## config.mk

```make
export PLATFORM = sky130hd
export DESIGN_NAME = nand_page_xor_ecc
export DESIGN_NICKNAME = d
export VERILOG_FILES = /design/src/core/nand_ecc_pkg.sv /design/src/core/byte_parity.sv /design/src/core/nand_page_xor_ecc.sv
export SDC_FILE = /design/constraint.sdc
export NUM_CORES = 1
export LEC_CHECK = 0
export BUFFER_PORTS_ARGS = -buffer_cell sky130_fd_sc_hd__buf_2
export CAP_MARGIN = 20
export CORE_UTILIZATION = 40
export CTS_CLUSTER_SIZE = 30
export DETAILED_ROUTE_END_ITERATION = 16
export PLACE_DENSITY = 0.7
export SYNTH_ARGS = -nofsm -noshare
export SYNTH_HDL_FRONTEND = slang
export SYNTH_HIERARCHICAL = 1
export SYNTH_SLANG_ARGS = --single-unit
```

## constraint.sdc

```tcl
create_clock -name clk -period 2.9 [get_ports clk]
set_input_delay 0.58 -clock clk [delete_from_list [all_inputs] [get_ports clk]]
set_output_delay 0.58 -clock clk [all_outputs]
set_load 0.05 [all_outputs]
```

## src/core/nand_ecc_pkg.sv

```systemverilog
package nand_ecc_pkg;

  localparam int unsigned DATA_W = 32;
  localparam int unsigned ADDR_W = 8;
  localparam int unsigned UNIT_BYTES = 512;
  localparam int unsigned IDX_W = 9;
  localparam int unsigned COL_W = 6;
  localparam int unsigned ROW_W = 2 * IDX_W;
  localparam int unsigned CODE_W = COL_W + ROW_W;

  // Register byte addresses
  localparam logic [7:0] ADDR_CTRL = 8'h00;
  localparam logic [7:0] ADDR_STATUS = 8'h04;
  localparam logic [7:0] ADDR_MASK = 8'h08;
  localparam logic [7:0] ADDR_CODE = 8'h0C;
  localparam logic [7:0] ADDR_STORED = 8'h10;
  localparam logic [7:0] ADDR_SYNDROME = 8'h14;
  localparam logic [7:0] ADDR_RESULT = 8'h18;
  localparam logic [7:0] ADDR_COUNT = 8'h1C;

  // Control bits, write only, self clearing
  localparam int unsigned CTRL_RESTART_BIT = 0;
  localparam int unsigned CTRL_CHECK_BIT = 1;

  // Status and mask bits
  localparam int unsigned EVT_W = 3;
  localparam int unsigned EVT_UNIT_DONE_BIT = 0;
  localparam int unsigned EVT_CORRECTABLE_BIT = 1;
  localparam int unsigned EVT_UNCORRECTABLE_BIT = 2;

  // Column field order inside a code, high to low
  localparam int unsigned COL_TRUE_HI = 5;
  localparam int unsigned COL_COMPL_HI = 4;
  localparam int unsigned COL_TRUE_MID = 3;
  localparam int unsigned COL_COMPL_MID = 2;
  localparam int unsigned COL_TRUE_LO = 1;
  localparam int unsigned COL_COMPL_LO = 0;

  // Result register layout
  localparam int unsigned RES_BIT_LSB = 0;
  localparam int unsigned RES_BYTE_LSB = 4;
  localparam int unsigned RES_CORRECTABLE_BIT = 16;
  localparam int unsigned RES_UNCORRECTABLE_BIT = 17;
  localparam int unsigned RES_NO_ERROR_BIT = 18;

  localparam logic [EVT_W-1:0] MASK_RESET = 3'h0;
  localparam logic [CODE_W-1:0] CODE_RESET = 24'h000000;

endpackage

```

## src/core/byte_parity.sv

```systemverilog
// Per-byte parity terms feeding the column and row accumulators
module byte_parity (
  input wire logic [7:0] data_byte,
  output logic [5:0] column_bits,
  output logic all_bits
);

  always_comb begin
    column_bits[nand_ecc_pkg::COL_TRUE_HI] = ^{data_byte[7], data_byte[6], data_byte[5], data_byte[4]};
    column_bits[nand_ecc_pkg::COL_TRUE_MID] = ^{data_byte[7], data_byte[6], data_byte[3], data_byte[2]};
    column_bits[nand_ecc_pkg::COL_TRUE_LO] = ^{data_byte[7], data_byte[5], data_byte[3], data_byte[1]};
    column_bits[nand_ecc_pkg::COL_COMPL_HI] = ^{data_byte[3], data_byte[2], data_byte[1], data_byte[0]};
    column_bits[nand_ecc_pkg::COL_COMPL_MID] = ^{data_byte[5], data_byte[4], data_byte[1], data_byte[0]};
    column_bits[nand_ecc_pkg::COL_COMPL_LO] = ^{data_byte[6], data_byte[4], data_byte[2], data_byte[0]};
    all_bits = ^data_byte;
  end

endmodule // byte_parity

```

## src/core/nand_page_xor_ecc.sv

```systemverilog
module nand_page_xor_ecc #(
  parameter int unsigned UNIT_BYTES = nand_ecc_pkg::UNIT_BYTES
) (
  input wire logic clk,
  input wire logic rst,
  input wire logic ce,
  input wire logic data_valid,
  input wire logic [7:0] data_byte,
  input wire logic [nand_ecc_pkg::ADDR_W-1:0] addr,
  input wire logic [nand_ecc_pkg::DATA_W-1:0] wdata,
  input wire logic wr,
  input wire logic rd,
  output logic [nand_ecc_pkg::DATA_W-1:0] rdata,
  output logic irq
);

  localparam int unsigned IDX_W = nand_ecc_pkg::IDX_W;
  localparam int unsigned COL_W = nand_ecc_pkg::COL_W;
  localparam int unsigned ROW_W = nand_ecc_pkg::ROW_W;
  localparam int unsigned CODE_W = nand_ecc_pkg::CODE_W;
  localparam int unsigned EVT_W = nand_ecc_pkg::EVT_W;
  localparam logic [IDX_W-1:0] LAST_IDX = IDX_W'(UNIT_BYTES - 1);
  localparam int unsigned PAIRS = COL_W / 2 + IDX_W;

  logic [COL_W-1:0] col_acc;
  logic [ROW_W-1:0] row_acc;
  logic [IDX_W-1:0] count;
  logic [CODE_W-1:0] code;
  logic [CODE_W-1:0] stored;
  logic [CODE_W-1:0] syndrome;
  logic [2:0] err_bit;
  logic [IDX_W-1:0] err_byte;
  logic correctable;
  logic uncorrectable;
  logic no_error;
  logic [EVT_W-1:0] status;
  logic [EVT_W-1:0] mask;

  logic [COL_W-1:0] next_col_acc;
  logic [ROW_W-1:0] next_row_acc;
  logic [IDX_W-1:0] next_count;
  logic [CODE_W-1:0] next_code;
  logic [CODE_W-1:0] next_stored;
  logic [CODE_W-1:0] next_syndrome;
  logic [2:0] next_err_bit;
  logic [IDX_W-1:0] next_err_byte;
  logic next_correctable;
  logic next_uncorrectable;
  logic next_no_error;
  logic [EVT_W-1:0] next_status;
  logic [EVT_W-1:0] next_mask;
  logic [nand_ecc_pkg::DATA_W-1:0] next_rdata;
  logic next_irq;

  logic [COL_W-1:0] byte_cols;
  logic byte_par;
  logic [ROW_W-1:0] row_terms;
  logic [ROW_W/2+COL_W/2-1:0] pair_diff;
  logic [CODE_W-1:0] syn_now;
  logic [PAIRS-1:0] pair_one;
  logic [PAIRS-1:0] pair_zero;
  logic [EVT_W-1:0] events;
  logic restart;
  logic check;
  logic unit_end;

  byte_parity u_byte_parity (
    .data_byte(data_byte),
    .column_bits(byte_cols),
    .all_bits(byte_par)
  );

  // Row pair k: true collects bytes whose index bit k is one, complement those with zero
  genvar k;
  generate
    for (k = 0; k < IDX_W; k++) begin : g_row
      assign row_terms[2*k+1] = byte_par & count[k];
      assign row_terms[2*k] = byte_par & ~count[k];
    end
  endgenerate

  assign restart = wr && (addr == nand_ecc_pkg::ADDR_CTRL) && wdata[nand_ecc_pkg::CTRL_RESTART_BIT];
  assign check = wr && (addr == nand_ecc_pkg::ADDR_CTRL) && wdata[nand_ecc_pkg::CTRL_CHECK_BIT];
  assign unit_end = data_valid && (count == LAST_IDX);

  // Accumulation over one unit
  always_comb begin
    logic [COL_W-1:0] base_col;
    logic [ROW_W-1:0] base_row;
    logic [IDX_W-1:0] base_count;
    base_col = restart ? '0 : col_acc;
    base_row = restart ? '0 : row_acc;
    base_count = restart ? '0 : count;
    next_col_acc = base_col;
    next_row_acc = base_row;
    next_count = base_count;
    next_code = code;
    if (data_valid) begin
      if (restart) begin
        // Byte arriving with a restart is byte 0 of the new unit
        next_col_acc = byte_cols;
        next_row_acc = {IDX_W{2'b01}} & {ROW_W{byte_par}};
        next_count = IDX_W'(1);
      end else if (unit_end) begin
        next_code = {base_row ^ row_terms, base_col ^ byte_cols};
        next_col_acc = '0;
        next_row_acc = '0;
        next_count = '0;
      end else begin
        next_col_acc = base_col ^ byte_cols;
        next_row_acc = base_row ^ row_terms;
        next_count = base_count + IDX_W'(1);
      end
    end
  end

  always_ff @(posedge clk) begin
    if (rst) begin
      col_acc <= '0;
      row_acc <= '0;
      count <= '0;
      code <= nand_ecc_pkg::CODE_RESET;
    end else if (ce) begin
      col_acc <= next_col_acc;
      row_acc <= next_row_acc;
      count <= next_count;
      code <= next_code;
    end
  end

  // Compare and decode
  assign syn_now = stored ^ code;

  // Pair p: true half at bit 2p+1, complement half at bit 2p
  genvar p;
  generate
    for (p = 0; p < PAIRS; p++) begin : g_pair
      assign pair_one[p] = syn_now[2*p+1] & ~syn_now[2*p];
      assign pair_zero[p] = ~syn_now[2*p+1] & syn_now[2*p];
      assign pair_diff[p] = pair_one[p] | pair_zero[p];
    end
  endgenerate

  always_comb begin
    next_stored = stored;
    if (wr && (addr == nand_ecc_pkg::ADDR_STORED)) begin
      next_stored = wdata[CODE_W-1:0];
    end
    next_syndrome = syndrome;
    next_err_bit = err_bit;
    next_err_byte = err_byte;
    next_correctable = correctable;
    next_uncorrectable = uncorrectable;
    next_no_error = no_error;
    if (check) begin
      next_syndrome = syn_now;
      // Column pairs sit lowest, highest pair first, so they read as the bit position
      next_err_bit = pair_one[COL_W/2-1:0];
      next_err_byte = pair_one[PAIRS-1:COL_W/2];
      next_no_error = (syn_now == '0);
      next_correctable = &pair_diff;
      // A flipped stored bit or a double error leaves some pair equal
      next_uncorrectable = (syn_now != '0) && !(&pair_diff);
    end
  end

  always_ff @(posedge clk) begin
    if (rst) begin
      stored <= nand_ecc_pkg::CODE_RESET;
      syndrome <= '0;
      err_bit <= '0;
      err_byte <= '0;
      correctable <= 1'b0;
      uncorrectable <= 1'b0;
      no_error <= 1'b0;
    end else if (ce) begin
      stored <= next_stored;
      syndrome <= next_syndrome;
      err_bit <= next_err_bit;
      err_byte <= next_err_byte;
      correctable <= next_correctable;
      uncorrectable <= next_uncorrectable;
      no_error <= next_no_error;
    end
  end

  // Register slave and interrupt
  always_comb begin
    events = '0;
    events[nand_ecc_pkg::EVT_UNIT_DONE_BIT] = unit_end && !restart;
    events[nand_ecc_pkg::EVT_CORRECTABLE_BIT] = check && next_correctable;
    events[nand_ecc_pkg::EVT_UNCORRECTABLE_BIT] = check && next_uncorrectable;
    next_mask = mask;
    if (wr && (addr == nand_ecc_pkg::ADDR_MASK)) begin
      next_mask = wdata[EVT_W-1:0];
    end
    // A new event in the clearing cycle survives the read
    next_status = status | events;
    if (rd && (addr == nand_ecc_pkg::ADDR_STATUS)) begin
      next_status = events;
    end
    next_rdata = '0;
    if (rd) begin
      if (addr == nand_ecc_pkg::ADDR_STATUS) begin
        next_rdata[EVT_W-1:0] = status;
      end else if (addr == nand_ecc_pkg::ADDR_MASK) begin
        next_rdata[EVT_W-1:0] = mask;
      end else if (addr == nand_ecc_pkg::ADDR_CODE) begin
        next_rdata[CODE_W-1:0] = code;
      end else if (addr == nand_ecc_pkg::ADDR_STORED) begin
        next_rdata[CODE_W-1:0] = stored;
      end else if (addr == nand_ecc_pkg::ADDR_SYNDROME) begin
        next_rdata[CODE_W-1:0] = syndrome;
      end else if (addr == nand_ecc_pkg::ADDR_RESULT) begin
        next_rdata[nand_ecc_pkg::RES_BIT_LSB +: 3] = err_bit;
        next_rdata[nand_ecc_pkg::RES_BYTE_LSB +: IDX_W] = err_byte;
        next_rdata[nand_ecc_pkg::RES_CORRECTABLE_BIT] = correctable;
        next_rdata[nand_ecc_pkg::RES_UNCORRECTABLE_BIT] = uncorrectable;
        next_rdata[nand_ecc_pkg::RES_NO_ERROR_BIT] = no_error;
      end else if (addr == nand_ecc_pkg::ADDR_COUNT) begin
        next_rdata[IDX_W-1:0] = count;
      end
    end
    next_irq = |(next_status & next_mask);
  end

  always_ff @(posedge clk) begin
    if (rst) begin
      status <= '0;
      mask <= nand_ecc_pkg::MASK_RESET;
      rdata <= '0;
      irq <= 1'b0;
    end else if (ce) begin
      status <= next_status;
      mask <= next_mask;
      rdata <= next_rdata;
      irq <= next_irq;
    end
  end

endmodule // nand_page_xor_ecc

```

==> impl_results.html <==
<table>
<tr><th>Metric</th><th>Value</th></tr>
<tr><th colspan="2">Floorplan</th></tr>
<tr><td>DIE AREA</td><td>20400 µm²</td></tr>
<tr><td>Number of rows in the core area</td><td>51</td></tr>
<tr><td>Die outline width</td><td>143 µm</td></tr>
<tr><td>Starting density of the core</td><td>0.408</td></tr>
<tr><td>Ports</td><td>87</td></tr>
<tr><td>Die outline height</td><td>143 µm</td></tr>
<tr><td>Core ar.</td><td>19500 µm²</td></tr>
<tr><th colspan="2">Clock tree</th></tr>
<tr><td>Number of buffers added for setup after CTS</td><td>0</td></tr>
<tr><td>Clock tree from TritonCTS</td><td>yes</td></tr>
<tr><td>Clock insertion delay at the later pin of the skew report</td><td>0.43 ns</td></tr>
<tr><td>Clock-pin slew reported for the worst setup and hold paths after clock tree synthesis</td><td>0.06 ns</td></tr>
<tr><td>Post-CTS resize count</td><td>0</td></tr>
<tr><td>H-tree level count</td><td>4</td></tr>
<tr><td>Clock tree root driver cell</td><td>clkbuf_16</td></tr>
<tr><td>CTS sink count</td><td>151</td></tr>
<tr><td>Number of buffers added by the clock tree synthesis step</td><td>17</td></tr>
<tr><td>Hold-fix buffer count after cts</td><td>0</td></tr>
<tr><td>Worst-case clock buffer depth</td><td>2</td></tr>
<tr><th colspan="2">STA</th></tr>
<tr><td>Post-route clock skew</td><td>0.00882 ns</td></tr>
<tr><td>Portion of the clock cycle consumed by the worst path in the final layout</td><td>0.763</td></tr>
<tr><td>Fmax</td><td>452 MHz</td></tr>
<tr><td>Count of final setup violators</td><td>0</td></tr>
<tr><td>Post-layout minimum cycle time</td><td>2.21 ns</td></tr>
<tr><td>Relative max-transition margin</td><td>0.332</td></tr>
<tr><td>RSZ-0062 raised after global routing</td><td>no</td></tr>
<tr><td>Measured slew at the worst slew-check pin</td><td>1.00 ns</td></tr>
<tr><td>Sum Neg Setup Slack</td><td>0 ns</td></tr>
<tr><td>Number of hold-slack violations in the final timing report</td><td>0</td></tr>
<tr><td>Pins over their slew limit</td><td>0</td></tr>
<tr><th colspan="2">GRT</th></tr>
<tr><td>Met1 Usage GRT</td><td>0.280</td></tr>
<tr><td>Antenna violations before repair</td><td>0</td></tr>
<tr><td>Global-route total usage across every layer</td><td>0.213</td></tr>
<tr><td>GR peak layer</td><td>met2</td></tr>
<tr><td>Global-route wire length before repair</td><td>33500 µm</td></tr>
<tr><td>GRT met3 Usage</td><td>0.0389</td></tr>
<tr><td>Global-route met2 utilization</td><td>0.348</td></tr>
<tr><td>Total global routing overflow</td><td>0</td></tr>
<tr><td>Via count of the first global-routing pass</td><td>6430</td></tr>
<tr><td>Maximum number of pins on one net before global-route repair</td><td>84</td></tr>
<tr><th colspan="2">Pwr</th></tr>
<tr><td>Leakage</td><td>3.30 nW</td></tr>
<tr><td>Overall Power</td><td>5.02 mW</td></tr>
<tr><td>IR Drop Worst-Case VDD</td><td>0.282 mV</td></tr>
<tr><td>Power density normalized to cell area</td><td>546 nW/µm²</td></tr>
<tr><th colspan="2">Drt</th></tr>
<tr><td>Number of iterations in the first detailed-routing pass</td><td>5</td></tr>
<tr><td>Overall routed net length</td><td>20900 µm</td></tr>
<tr><td>DRC violation total after the first TritonRoute iteration</td><td>615</td></tr>
<tr><td>ANT nets after route</td><td>0</td></tr>
<tr><td>Routed length per instance</td><td>16.2 µm</td></tr>
<tr><td>Remaining routing DRC violations</td><td>0</td></tr>
<tr><td>Routed via count</td><td>6948</td></tr>
<tr><td>Mean number of vias per cell</td><td>5.38</td></tr>
<tr><th colspan="2">Finish</th></tr>
<tr><td>Layout Utilization</td><td>0.472</td></tr>
<tr><td>Ratio of cells with drive above 1 in the final layout</td><td>0.157</td></tr>
<tr><td>Syn-to-layout area delta</td><td>15.7%</td></tr>
<tr><td># diodes</td><td>0</td></tr>
<tr><td># nets final</td><td>1091</td></tr>
<tr><td>Final std cell area, no fill</td><td>9200 µm²</td></tr>
<tr><th colspan="2">Yosys</th></tr>
<tr><td>Synthesized area per cell</td><td>8.22 µm²</td></tr>
<tr><td>Arithmetic-cell share of the synthesized area counting full adders, half adders and majority gates</td><td>0.0362</td></tr>
<tr><td>Xor/xnor share of the synthesized area</td><td>0.0783</td></tr>
<tr><td>Compound-gate portion of the synthesized area</td><td>0.184</td></tr>
<tr><td>Dominant combinational cell family by area after synthesis</td><td>simple AND/OR/NAND/NOR gates</td></tr>
<tr><td>Combined area of all synthesized cells</td><td>7950 µm²</td></tr>
<tr><td>Most common library cells after synthesis</td><td>dfxtp_1 (151), nor2_1 (124), nand2_1 (103), a21oi_1 (72), clkbuf_1 (51)</td></tr>
<tr><td>Simple-gate portion of the synthesized area</td><td>0.212</td></tr>
<tr><td>Unique cell type count in the Yosys netlist</td><td>57</td></tr>
<tr><td>Number of flip-flops and latches in the synthesized netlist</td><td>151</td></tr>
<tr><td>Number of synthesized flops with an enable pin</td><td>0</td></tr>
<tr><td>Most frequently used flop master after synthesis</td><td>dfxtp_1</td></tr>
<tr><td>Library cell occupying the most area in the post-synthesis netlist</td><td>dfxtp_1</td></tr>
<tr><td>Share of the yosys chip area belonging to registers</td><td>0.380</td></tr>
<tr><td>Synth warnings</td><td>6</td></tr>
<tr><td>Cells taking the most area after synthesis</td><td>dfxtp_1 (38%), nor2_1 (5.9%), xnor2_1 (5.4%), nand2_1 (4.9%), a21oi_1 (4.5%)</td></tr>
<tr><td>Post-synth ARST share</td><td>0</td></tr>
<tr><td>Library cell with the highest instance count after synthesis</td><td>dfxtp_1</td></tr>
<tr><td>Post-synthesis cell count</td><td>966</td></tr>
<tr><td>Proportion of synthesized area in mux cells</td><td>0.0543</td></tr>
<tr><td>Area share of the largest cell type after synthesis</td><td>0.380</td></tr>
<tr><th colspan="2">Min path</th></tr>
<tr><td>Number of cells on the worst hold path</td><td>3</td></tr>
<tr><td>Worst Hold Endpoint</td><td>stored[16]</td></tr>
<tr><td>Classification of the worst-slack hold path</td><td>in2reg</td></tr>
<tr><td>Launch instance of the worst min-delay path</td><td>wdata[16]</td></tr>
<tr><th colspan="2">Placed design</th></tr>
<tr><td>Dpl cell area</td><td>8610 µm²</td></tr>
<tr><td>Final weighted congestion in routability-driven placement</td><td>0.851</td></tr>
<tr><td># port buffers</td><td>70</td></tr>
<tr><td>DP Wirelength</td><td>14500 µm</td></tr>
<tr><th colspan="2">Run status</th></tr>
<tr><td>Run status</td><td>complete, no violations</td></tr>
<tr><th colspan="2">Setup path</th></tr>
<tr><td>Register-to-Register Path Depth</td><td>6</td></tr>
<tr><td>Critical Path AT</td><td>2.55 ns</td></tr>
<tr><td>Reg-to-Reg Start</td><td>count[2]</td></tr>
<tr><td>Critical Path Fanout Max</td><td>59</td></tr>
<tr><td>Element type at the critical path start</td><td>input pin</td></tr>
<tr><td>Critical Path Sink Type</td><td>flop</td></tr>
<tr><td>Required time at the worst-slack endpoint</td><td>3.24 ns</td></tr>
<tr><td>Worst flop-to-flop path endpoint</td><td>code[23]</td></tr>
<tr><td>Reg2reg setup slack</td><td>0.73 ns</td></tr>
<tr><td>Type of the worst setup path</td><td>in2reg</td></tr>
<tr><th colspan="2">Job</th></tr>
<tr><td># Max-Cap Violations</td><td>0</td></tr>
</table>
## metal layers
metal / vias to the layer above / wire length, µm
met3: 22 / 1030
met5: - / 0
li1: 3465 / -
met2: 198 / 9840
met4: 0 / 381
met1: 3263 / 9680
## registers in the layout, summed over array words and instances, names as in the netlist
signal	cells
col_acc	6
irq	1
syndrome	24
no_error	1
correctable	1
code	24
err_byte	9
status	3
rdata	24
uncorrectable	1
err_bit	3
count	9
row_acc	18
mask	3
stored	24
## cells by family after synthesis
family,count (synthesis)
and+or+nand+nor,354
muxes,42
AOI/OAI and AO/OA,228
other,1
xor gates and xnor gates,71
buffers and inverters,96
DFF,151
adders and majority gates,23
## area by class of cell
type	instances	area [µm²]
clock buffers	21	440
clock inverters	11	149
fillers	1846	10300
inverters	13	48.8
multi-input cells	726	4550
flip-flops and latches	151	3020
well taps	265	332
repair buffers	105	653
## through the flow
step           std cells  hold slack (ns)  setup WS (ns)
3_5_place_dp        1260            0.445          0.270
5_1_grt             1292            0.385          0.421
3_3_place_gp        1260            0.442          0.323
2_1_floorplan        973            0.432          0.326
4_1_cts             1292            0.373          0.706
6_report            1292            0.376          0.688
## cell usage in the layout, fill, tap and decap left out, types with 20 or more instances in the layout
cell      count
nor2_1      124
xnor2_1      49
a21oi_1      72
dfxtp_1     151
xor2_1       21
ha_1         23
a211oi_1     47
buf_2        69
nor3_1       30
mux2i_1      33
o21ai_0      30
a22oi_1      26
nand2_1     103
nor2b_1      20
buf_4        33
## where the power goes
part / total [mW] / switching, mW / internal [mW]
logic: 0.648 / 0.405 / 0.242
registers: 2.12 / 0.0247 / 2.10
clock network: 2.25 / 0.897 / 1.35
total: 5.02 / 1.33 / 3.70
## worst max-delay path by stage
stage                       startpoint     endpoint  depth (start not counted)
after global routing      data_byte[0]  row_acc[16]                         10
after CTS                 data_byte[1]  row_acc[16]                         10
after detailed placement  data_byte[1]  row_acc[16]                         10
after floorplan           data_byte[1]   row_acc[0]                          8
final                          addr[7]  syndrome[8]                          8
after global placement         addr[2]     rdata[4]                          6
## critical path, cell delays in order
cell      delay, ns
buf_2          0.11
nor4_2         0.62
buf_4          0.28
and3_1         0.17
and3_2         0.21
buf_12         0.24
nor2_1         0.09
a211oi_1       0.23
Note: power is estimated with default switching activity, not from simulation.
